`config.mk`:
```
export PLATFORM = sky130hd
export DESIGN_NAME = crc_drive_end_flat
export DESIGN_NICKNAME = d
export VERILOG_FILES = /design/src/hdl/burst_word_crc16_pkg.sv /design/src/hdl/crc_link_if.sv /design/src/hdl/crc_drive_end.sv /design/src/flat_wrapper.sv
export VERILOG_INCLUDE_DIRS = /design/src /design/src/hdl
export SDC_FILE = /design/constraint.sdc
export NUM_CORES = 1
export LEC_CHECK = 0
export ABC_AREA = 1
export BUFFER_PORTS_ARGS = -buffer_cell sky130_fd_sc_hd__buf_4
export CAP_MARGIN = 10
export CORE_MARGIN = 5
export CORE_UTILIZATION = 59
export CTS_CLUSTER_SIZE = 20
export DETAILED_ROUTE_END_ITERATION = 10
export GPL_ROUTABILITY_DRIVEN = 0
export PLACE_DENSITY_LB_ADDON = 0.25
export SKIP_LAST_GASP = 1
export SYNTH_ARGS = -nofsm -noshare
export SYNTH_HDL_FRONTEND = slang
export SYNTH_SLANG_ARGS = --single-unit
```
`constraint.sdc`:
```
create_clock -name clk_sys -period 3.27 [get_ports clk_sys]
set_clock_uncertainty 0.15 [all_clocks]
set_input_delay 0.654 -clock clk_sys [delete_from_list [all_inputs] [get_ports clk_sys]]
set_output_delay 0.654 -clock clk_sys [all_outputs]
set_load 0.005 [all_outputs]
```
`src/hdl/burst_word_crc16_consts.svh`:
```
`ifndef BURST_WORD_CRC16_CONSTS_SVH
`define BURST_WORD_CRC16_CONSTS_SVH
// Checksum width and preload value at burst start
`define CRC_WIDTH 16
`define CRC_SEED  16'h4ABA
`endif

```
`src/hdl/burst_word_crc16_pkg.sv`:
```
package burst_word_crc16_pkg;
	typedef logic [15:0] word_t;
	typedef enum logic [2:0] {
		IDLE  = 3'h1,
		BURST = 3'h2,
		CHECK = 3'h4
	} crc_phase_t;

	// Combinational next checksum from current state and bus word
	function automatic word_t crc_next_f(input word_t crcState,
		input word_t busWord);
		logic [16:1] f;
		word_t       n;
		f[1]  = busWord[0] ^ crcState[15];
		f[2]  = busWord[1] ^ crcState[14];
		f[3]  = busWord[2] ^ crcState[13];
		f[4]  = busWord[3] ^ crcState[12];
		f[5]  = busWord[4] ^ crcState[11] ^ f[1];
		f[6]  = busWord[5] ^ crcState[10] ^ f[2];
		f[7]  = busWord[6] ^ crcState[9] ^ f[3];
		f[8]  = busWord[7] ^ crcState[8] ^ f[4];
		f[9]  = busWord[8] ^ crcState[7] ^ f[5];
		f[10] = busWord[9] ^ crcState[6] ^ f[6];
		f[11] = busWord[10] ^ crcState[5] ^ f[7];
		f[12] = busWord[11] ^ crcState[4] ^ f[1] ^ f[8];
		f[13] = busWord[12] ^ crcState[3] ^ f[2] ^ f[9];
		f[14] = busWord[13] ^ crcState[2] ^ f[3] ^ f[10];
		f[15] = busWord[14] ^ crcState[1] ^ f[4] ^ f[11];
		f[16] = busWord[15] ^ crcState[0] ^ f[5] ^ f[12];
		n[0]  = f[16];
		n[1]  = f[15];
		n[2]  = f[14];
		n[3]  = f[13];
		n[4]  = f[12];
		n[5]  = f[11] ^ f[16];
		n[6]  = f[10] ^ f[15];
		n[7]  = f[9] ^ f[14];
		n[8]  = f[8] ^ f[13];
		n[9]  = f[7] ^ f[12];
		n[10] = f[6] ^ f[11];
		n[11] = f[5] ^ f[10];
		n[12] = f[4] ^ f[9] ^ f[16];
		n[13] = f[3] ^ f[8] ^ f[15];
		n[14] = f[2] ^ f[7] ^ f[14];
		n[15] = f[1] ^ f[6] ^ f[13];
		return n;
	endfunction
endpackage

```
`src/hdl/crc_link_if.sv`:
```
`timescale 1ns/1ps
interface crc_link_if;
	logic [15:0] busWord;
	logic        wordStrobe;
	logic        burstStart;
	logic        burstEnd;
	modport drive (input busWord, wordStrobe, burstStart, burstEnd);
	modport host  (output busWord, wordStrobe, burstStart, burstEnd);
endinterface

```
`src/hdl/crc_drive_end.sv`:
```
`timescale 1ns/1ps
//Operation
//- 16-bit register, combinational next value
//- Next bits 5-11 from paired terms
//- Next bits 0-4 and 8-11 defined
//- Next bits 12-15 use three terms
//- Terms 1-4 bus XOR high register
//- Terms 5-8 add register and terms 1-4
//- Terms 14, 15 use chained terms
//- Checksum drives bus bit for bit
//- Same checksum both transfer directions
//- Preload 4ABA at each burst start
//- One update per data strobe edge
//- No update on termination strobe edge
//- Drive flags mismatch at command end
module crc_drive_end
	import burst_word_crc16_pkg::*;
(
	// Clock and reset
	input  wire logic        clk_sys,
	input  wire logic        reset,
	input  wire logic        clkEn,
	// Link
	crc_link_if.drive        link,
	// User side
	input  wire logic        cmdDone,
	output logic      [15:0] crcState,
	output logic             crcError,
	output logic             errorReport
);
`include "burst_word_crc16_consts.svh"
	crc_phase_t  phase;
	word_t       crcNext;
	logic [16:1] term;

	// ****************
	// Feedback terms
	// ****************
	always_comb begin
		term[1]  = link.busWord[0] ^ crcState[15];
		term[2]  = link.busWord[1] ^ crcState[14];
		term[3]  = link.busWord[2] ^ crcState[13];
		term[4]  = link.busWord[3] ^ crcState[12];
		term[5]  = link.busWord[4] ^ crcState[11] ^ term[1];
		term[6]  = link.busWord[5] ^ crcState[10] ^ term[2];
		term[7]  = link.busWord[6] ^ crcState[9] ^ term[3];
		term[8]  = link.busWord[7] ^ crcState[8] ^ term[4];
		term[9]  = link.busWord[8] ^ crcState[7] ^ term[5];
		term[10] = link.busWord[9] ^ crcState[6] ^ term[6];
		term[11] = link.busWord[10] ^ crcState[5] ^ term[7];
		term[12] = link.busWord[11] ^ crcState[4] ^ term[1] ^
			term[8];
		term[13] = link.busWord[12] ^ crcState[3] ^ term[2] ^
			term[9];
		term[14] = link.busWord[13] ^ crcState[2] ^ term[3] ^
			term[10];
		term[15] = link.busWord[14] ^ crcState[1] ^ term[4] ^
			term[11];
		term[16] = link.busWord[15] ^ crcState[0] ^ term[5] ^
			term[12];
	end

	// ****************
	// Next checksum
	// ****************
	always_comb begin
		crcNext[0]  = term[16];
		crcNext[1]  = term[15];
		crcNext[2]  = term[14];
		crcNext[3]  = term[13];
		crcNext[4]  = term[12];
		crcNext[5]  = term[11] ^ term[16];
		crcNext[6]  = term[10] ^ term[15];
		crcNext[7]  = term[9] ^ term[14];
		crcNext[8]  = term[8] ^ term[13];
		crcNext[9]  = term[7] ^ term[12];
		crcNext[10] = term[6] ^ term[11];
		crcNext[11] = term[5] ^ term[10];
		crcNext[12] = term[4] ^ term[9] ^ term[16];
		crcNext[13] = term[3] ^ term[8] ^ term[15];
		crcNext[14] = term[2] ^ term[7] ^ term[14];
		crcNext[15] = term[1] ^ term[6] ^ term[13];
	end

	// ****************
	// Checksum register
	// ****************
	always_ff @(posedge clk_sys) begin
		if (reset) begin
			crcState <= `CRC_SEED;
		end else if (clkEn) begin
			if (link.burstStart) begin
				crcState <= `CRC_SEED;
			end else if (link.wordStrobe && !link.burstEnd) begin
				crcState <= crcNext;
			end
		end
	end

	// ****************
	// Burst phase
	// ****************
	always_ff @(posedge clk_sys) begin
		if (reset) begin
			phase <= IDLE;
		end else if (clkEn) begin
			unique case (phase)
				IDLE: begin
					if (link.burstStart) begin
						phase <= BURST;
					end
				end
				BURST: begin
					if (link.burstEnd) begin
						phase <= CHECK;
					end
				end
				CHECK: begin
					phase <= link.burstStart ? BURST : IDLE;
				end
				default: begin
					phase <= IDLE;
				end
			endcase
		end
	end

	// ****************
	// Compare and report
	// ****************
	always_ff @(posedge clk_sys) begin
		if (reset) begin
			crcError    <= 1'b0;
			errorReport <= 1'b0;
		end else if (clkEn) begin
			errorReport <= 1'b0;
			if (phase == BURST && link.burstEnd &&
				link.busWord != crcState) begin
				crcError <= 1'b1;
			end else if (cmdDone) begin
				crcError <= 1'b0;
			end
			if (cmdDone) begin
				errorReport <= crcError ||
					(phase == BURST && link.burstEnd &&
					link.busWord != crcState);
			end
		end
	end
endmodule // crc_drive_end

```
`src/flat_wrapper.sv`:
```
// flat-port wrapper written by rule: the top's interface ports become plain ports
module crc_drive_end_flat import burst_word_crc16_pkg::*;
  (clk_sys, reset, clkEn, cmdDone, crcState, crcError, errorReport, link_busWord, link_wordStrobe, link_burstStart, link_burstEnd);
  crc_link_if link_i ();
  input  wire logic clk_sys;
  input  wire logic reset;
  input  wire logic clkEn;
  input  wire logic cmdDone;
  output logic      [15:0] crcState;
  output logic crcError;
  output logic errorReport;
  input wire logic [$bits(link_i.busWord)-1:0] link_busWord;
  input wire logic [$bits(link_i.wordStrobe)-1:0] link_wordStrobe;
  input wire logic [$bits(link_i.burstStart)-1:0] link_burstStart;
  input wire logic [$bits(link_i.burstEnd)-1:0] link_burstEnd;
  assign link_i.busWord = link_busWord;
  assign link_i.wordStrobe = link_wordStrobe;
  assign link_i.burstStart = link_burstStart;
  assign link_i.burstEnd = link_burstEnd;
  crc_drive_end u_core (.clk_sys(clk_sys), .reset(reset), .clkEn(clkEn), .link(link_i), .cmdDone(cmdDone), .crcState(crcState), .crcError(crcError), .errorReport(errorReport));
endmodule
```
==> metrics.yaml, run 1 <==
grtUsageMet3: 0.0510
filler_cell_count: 256
ys_seq_area_frac: 0.227
antenna_left: 0
multi_input_area_mm2: 0.00129
finalPower_w: 0.000877
timing.rr.start: "u_core.crcState[14]$_SDFFE_PP1P_"
grt_pass1_wl_um: 8560
rsz0062_at_grt: "no"
drc: 0
sw_frac_of_total: 0.445
antenna_found_initial: 0
use_met1: 0.322
avgSynthCellArea_um2: 5.94
die-width_um: 66.1
fmax_mhz: 470
first_pass_iters: 4
post-cts-setup-buffers: 0
ioPinCount: 41
cp-start-kind: "primary input"
grt_max_degree: 19
crit_start: "link_burstStart"
start_util: 0.612
syn_nets: 335
syn_to_final_growth_pct: 20.2
syn_area_mm2: 0.00185
cts_tree: "built"
track_usage: 0.250
arrival_ns: 2.20
ys_ff_latch: 21
antenna_cells: 0
final_layout_size_suffix_gt1_frac: 0.173
hp-class: "reg -> reg"
cts_resized: 0
finalSetupTns_ns: 0
max_slew_margin: 0.672
routedWlPerCell_um: 12.7
wl_um: 5040
final_cell_area_mm2: 0.00223
p_leak_nw: 1.13
first_global_vias: 1946
ff_latch_area_um2: 420
drt_iter0_drc: 115
peakVddDrop_uv: 364
dp_hpwl_um: 4060
fp.dieArea_mm2: 0.00436
fin_crit_ns: 2.13
switchingPower_w: 0.000391
yosys.area.top_type: "nand2_1"
critical_path_class: "in -> reg"
vias: 2039
port_buffers: 40
synthCells: 312
clk_pin_slew_ns: 0.13
hp-start: "u_core.errorReport$_SDFFE_PP0P_"
hold_buffers: 0
power.density_mw_per_mm2: 394
nNetsFinal: 377
cts.sinks: 21
cts_root_buffer: "clkbuf_4"
placed_cell_area_mm2: 0.00220
run_status: "complete, no violations"
pwr-share-comb: 0.496
p_seq_frac: 0.346
fin_crit_sh: 0.650
htreeDepth: 1
clk_latency_ns: 0.32
grt_use_met2: 0.418
top_usage_layer: "met2"
worstSetupEndpointType: "flip-flop"
finalHoldViolCount: 0
p_int_w: 0.000487
synth_area_leaders: "nand2_1, dfxtp_1, xor2_1"
grt_overflow: 0
power.share.clock: 0.159
slew_viol_final: 0
tightest_slew_ns: 0.489
clk_path_buf_depth: 2
cp.required_ns: 3.34
yosysUniqueCellTypes: 22
maxCapViolCount: 0
fp-row-count: 20
fp.dieH_um: 66.1
core_area_mm2: 0.00303
yosys.area.top_type_share: 0.269
vias_per_cell: 5.14
yosys_warnings: 0
finalSetupViolations: 0
worst-path-max-fanout: 13
cts_inserted_buffers: 3
==> synthesized netlist by cell type (all sizes together) <==
cell      n
nand3    23
nand4     2
or2       2
dfxtp    21
nand2   144
o31ai     1
o211ai    1
inv      34
o22ai     2
nor3      4
xor2     20
clkbuf    3
a21oi    20
o21ai     5
xnor2    18
nor2     12
==> power by group through the flow <==
stage / clock [W] / combinational [W] / sequential, W
after floorplan: 0 / 0.000302 / 0.000303
after global placement: 0 / 0.000417 / 0.000308
after detailed placement: 0 / 0.000424 / 0.000308
after CTS: 0.000137 / 0.000428 / 0.000303
after global routing: 0.000152 / 0.000487 / 0.000307
final: 0.000139 / 0.000435 / 0.000303
==> sequential cells by signal, summed over array words and instances, names as in the netlist <==
name                cells
u_core.crcState        16
u_core.errorReport      1
u_core.phase            3
u_core.crcError         1
==> per-stage QoR <==
step / hold WS [ns] / setup WS [ns] / instances / utilization
after CTS: 0.328 / 1.20 / 397 / 0.736
after detailed placement: 0.309 / 0.865 / 393 / 0.726
after global routing: 0.364 / 0.989 / 397 / 0.736
after floorplan: 0.311 / 1.37 / 312 / -
final: 0.325 / 1.14 / 397 / 0.736
after global placement: 0.305 / 0.897 / 393 / 0.726
==> layout make-up <==
type                    count  area share
multi-input cells         254       0.581
flip-flops and latches     21       0.189
repair buffers             40       0.135
inverters                  34      0.0573
well taps                  44      0.0247
clock buffers               3      0.0101
clock inverters             1     0.00337
==> cell families after synthesis <==
kind of cell,Yosys count,share of synthesized area
DFF,21,0.227
AOI/OAI and AO/OA,29,0.0884
buffers and inverters,37,0.0749
and+or+nand+nor,187,0.426
xor gates and xnor gates,38,0.184
==> critical path, stage by stage <==
cell     delay [ns]
buf_4          0.10
inv_1          0.12
a21oi_4        0.29
inv_1          0.29
nor2_2         0.41
inv_1          0.12
o22ai_1        0.14
nand2_1        0.07
==> cells in the final DEF, fill, tap and decap left out <==
| master | n |
|---|---|
| nor2_2 | 1 |
| o31ai_1 | 1 |
| buf_4 | 40 |
| o21ai_0 | 5 |
| dfxtp_1 | 21 |
| o22ai_1 | 2 |
| inv_1 | 34 |
| a21oi_4 | 1 |
| nand3_1 | 22 |
| nand2_4 | 2 |
| a21oi_1 | 19 |
| nand4_1 | 2 |
| xor2_2 | 1 |
| nor2_1 | 11 |
| clkinvlp_4 | 1 |
| nand2_2 | 9 |
| xor2_1 | 19 |
| nor3_1 | 4 |
| or2_2 | 2 |
| clkbuf_4 | 3 |
| nand2_1 | 133 |
| xnor2_1 | 18 |
| nand3_2 | 1 |
| o211ai_1 | 1 |
==> worst paths after layout <==
path	cells after the start	slack [ns]	end
worst max register to register	10	1.32	u_core.crcState[7]$_SDFFE_PP1P_
worst min-delay path	2	0.33	u_core.errorReport$_SDFFE_PP0P_
worst min register to register	2	0.33	u_core.errorReport$_SDFFE_PP0P_
worst max-delay path	8	1.14	u_core.crcState[1]$_SDFFE_PP1P_
==> metal layers <==
layer  wire length (um)  vias up
met5                  0        -
li1                   -     1052
met2               2370       83
met4                 90        0
met3                480        8
met1               2100      896
No activity file was read; power rests on OpenSTA's default activity.
==> inputs of run 2 (changes only) <==
CORE_UTILIZATION = 55   (was 59)
clock period = 1.98 ns   (was 3.27 ns; I/O delays follow)
==> metrics.yaml, run 2 (synthesized netlist as in run 1, its figures left out) <==
ioPinCount: 41  # unchanged
finalSetupTns_ns: 0  # unchanged
antenna_found_initial: 0  # unchanged
regMostFlops: "u_core.crcState"  # unchanged
reg.largest.list: "u_core.crcState (16), u_core.phase (3)"  # unchanged
clk_pin_slew_ns: 0.13  # about the same
clk_latency_ns: 0.33  # was 0.32 ns
fin_crit_sh: 0.933
cp.required_ns: 2.06  # was 3.34 ns
post-cts-setup-buffers: 0  # unchanged
cts_inserted_buffers: 3  # unchanged
cp-start-kind: "flip-flop"  # was primary input
crit_start: "u_core.crcState[12]$_SDFFE_PP0P_"  # was link_burstStart
run_status: "complete, no violations"  # unchanged
cts_tree: "built"  # unchanged
vias_per_cell: 5.18  # was 5.14
track_usage: 0.243  # was 0.250
dp_hpwl_um: 4230  # was 4060 um
worst_hold_path.endpoint: "u_core.crcState[9]$_SDFFE_PP1P_"  # was u_core.errorReport$_SDFFE_PP0P_
drc: 0  # unchanged
tightest_slew_ns: 0.339  # was 0.489 ns
routedWlPerCell_um: 13.0  # was 12.7 um
wl_um: 5280  # was 5040 um
grt_pass1_wl_um: 8300  # was 8560 um
antenna_left: 0  # unchanged
worstSetupEndpointType: "flip-flop"  # unchanged
pre_cts_ws_ns: -0.0335  # was 0.865 ns
final_layout_size_suffix_gt1_frac: 0.197  # was 0.173
antenna_cells: 0  # unchanged
syn_to_final_growth_pct: 23.5  # was 20.2%
fp.dieH_um: 68.1  # was 66.1 um
cpMaxStageDelayCell: "dfxtp_2"  # was nor2_2
clk_path_buf_depth: 2  # unchanged
grt_max_degree: 19  # unchanged
grt_overflow: 0  # unchanged
path_cells: "nand2_1, nand2_1, nand2_1, nand2_1, nand2_1, nand2_1, nor2_1, o31ai_1, nand2_1"  # was buf_4, inv_1, a21oi_4, inv_1, nor2_2, inv_1, o22ai_1, nand2_1
fp.dieArea_mm2: 0.00463  # was 0.00436 mm2
finalSetupViolations: 0  # unchanged
min_path_cells: 3  # was 2
final_cell_area_mm2: 0.00229  # was 0.00223 mm2
largest_reg_flops: 16  # unchanged
vias: 2102  # was 2,039
reg2reg_depth: 9  # was 10
power.density_mw_per_mm2: 642  # was 394 mW/mm2
hp-start: "link_burstStart"  # was u_core.errorReport$_SDFFE_PP0P_
max_stage_delay_ns: 0.41  # about the same
timing.rr.start: "u_core.crcState[12]$_SDFFE_PP0P_"  # was u_core.crcState[14]$_SDFFE_PP1P_
peakVddDrop_uv: 344  # was 364 uV
htreeDepth: 1  # unchanged
drt_iter0_drc: 119  # was 115
cts_resized: 0  # unchanged
placed_cells: 402  # was 393
maxCapViolCount: 0  # unchanged
port_buffers: 40  # unchanged
arrival_ns: 1.92  # was 2.20 ns
layout_common_cells: "nand2_1, buf_4, inv_1"  # unchanged
crit_top_cell: "nand2_1"  # was inv_1
first_pass_iters: 5  # was 4
reg2reg_slack_ns: 0.13  # was 1.32 ns
core_area_mm2: 0.00331  # was 0.00303 mm2
worst-path-max-fanout: 7  # was 13
start_util: 0.560  # was 0.612
rsz0062_at_grt: "no"  # unchanged
cts_root_buffer: "clkbuf_4"  # unchanged
fin_cells: 406  # was 397
first_global_vias: 1872  # was 1,946
cts.sinks: 21  # unchanged
fin_crit_ns: 1.85
critical_path_class: "reg -> reg"  # was in -> reg
die-width_um: 68.1  # was 66.1 um
whs_ns: 0.196  # was 0.325 ns
max_slew_margin: 0.773  # was 0.672
hp-class: "in -> reg"  # was reg -> reg
r2r-end: "u_core.crcState[9]$_SDFFE_PP1P_"  # was u_core.crcState[7]$_SDFFE_PP1P_
slew_viol_final: 0  # unchanged
setup_ws_ns: 0.134  # was 1.14 ns
fp-row-count: 21  # was 20
placed_cell_area_mm2: 0.00225  # was 0.00220 mm2
hold_buffers: 0  # unchanged
p_leak_nw: 1.17  # was 1.13 nW
nNetsFinal: 384  # was 377
layout.cells.most_common: "nand2_1"  # unchanged
finalHoldViolCount: 0  # unchanged
fmax_mhz: 542
[run 2: worst max path at each step]
stage	end	cells past startpoint
3_3_place_gp	u_core.crcState[9]$_SDFFE_PP1P_	11
2_1_floorplan	u_core.crcState[6]$_SDFFE_PP0P_	10
3_5_place_dp	u_core.crcState[9]$_SDFFE_PP1P_	11
5_1_grt	u_core.crcState[9]$_SDFFE_PP1P_	10
6_report	u_core.crcState[9]$_SDFFE_PP1P_	9
4_1_cts	u_core.crcState[9]$_SDFFE_PP1P_	9
[run 2: where the power goes]
group,total (W),leakage (nW),internal (W),switching (W)
Clock,0.000234,0.0150,0.0000792,0.000155
Combinational,0.000736,0.984,0.000293,0.000443
Sequential,0.000500,0.173,0.000454,0.0000458
Total,0.00147,1.17,0.000826,0.000644
[run 2: final cells by class]
| cell class | instances | area, um2 |
|---|---|---|
| Tap cell | 46 | 57.6 |
| Inverter | 34 | 128 |
| Sequential cell | 21 | 424 |
| Fill cell | 326 | 1020 |
| Timing Repair Buffer | 47 | 353 |
| Clock buffer | 4 | 26.3 |
| Multi-Input combinational cell | 254 | 1300 |
[run 2: worst max-delay path, delay by kind of cell (launching register included)]
family / cells / cell delay (ns)
AND/OR/NAND/NOR: 8 / 0.91
flip-flops: 1 / 0.41
AO/OA/AOI/OAI: 1 / 0.28
[run 2: stage by stage]
| stage | util | power [W] |
|---|---|---|
| floorplan | - | 0.00100 |
| global placement | 0.681 | 0.00121 |
| detailed placement | 0.681 | 0.00123 |
| CTS | 0.689 | 0.00145 |
| global route | 0.692 | 0.00156 |
| finish | 0.692 | 0.00147 |
[run 2: layer usage]
metal  global-route usage  up-vias  routed length (um)  share of wire
li1                     -     1063                   -              -
met1                0.294      944                2200           0.42
met2                0.416       80                2500           0.47
met3               0.0476       15                 423          0.080
met4               0.0993        0                 164          0.031
met5                    0        -                   0              0
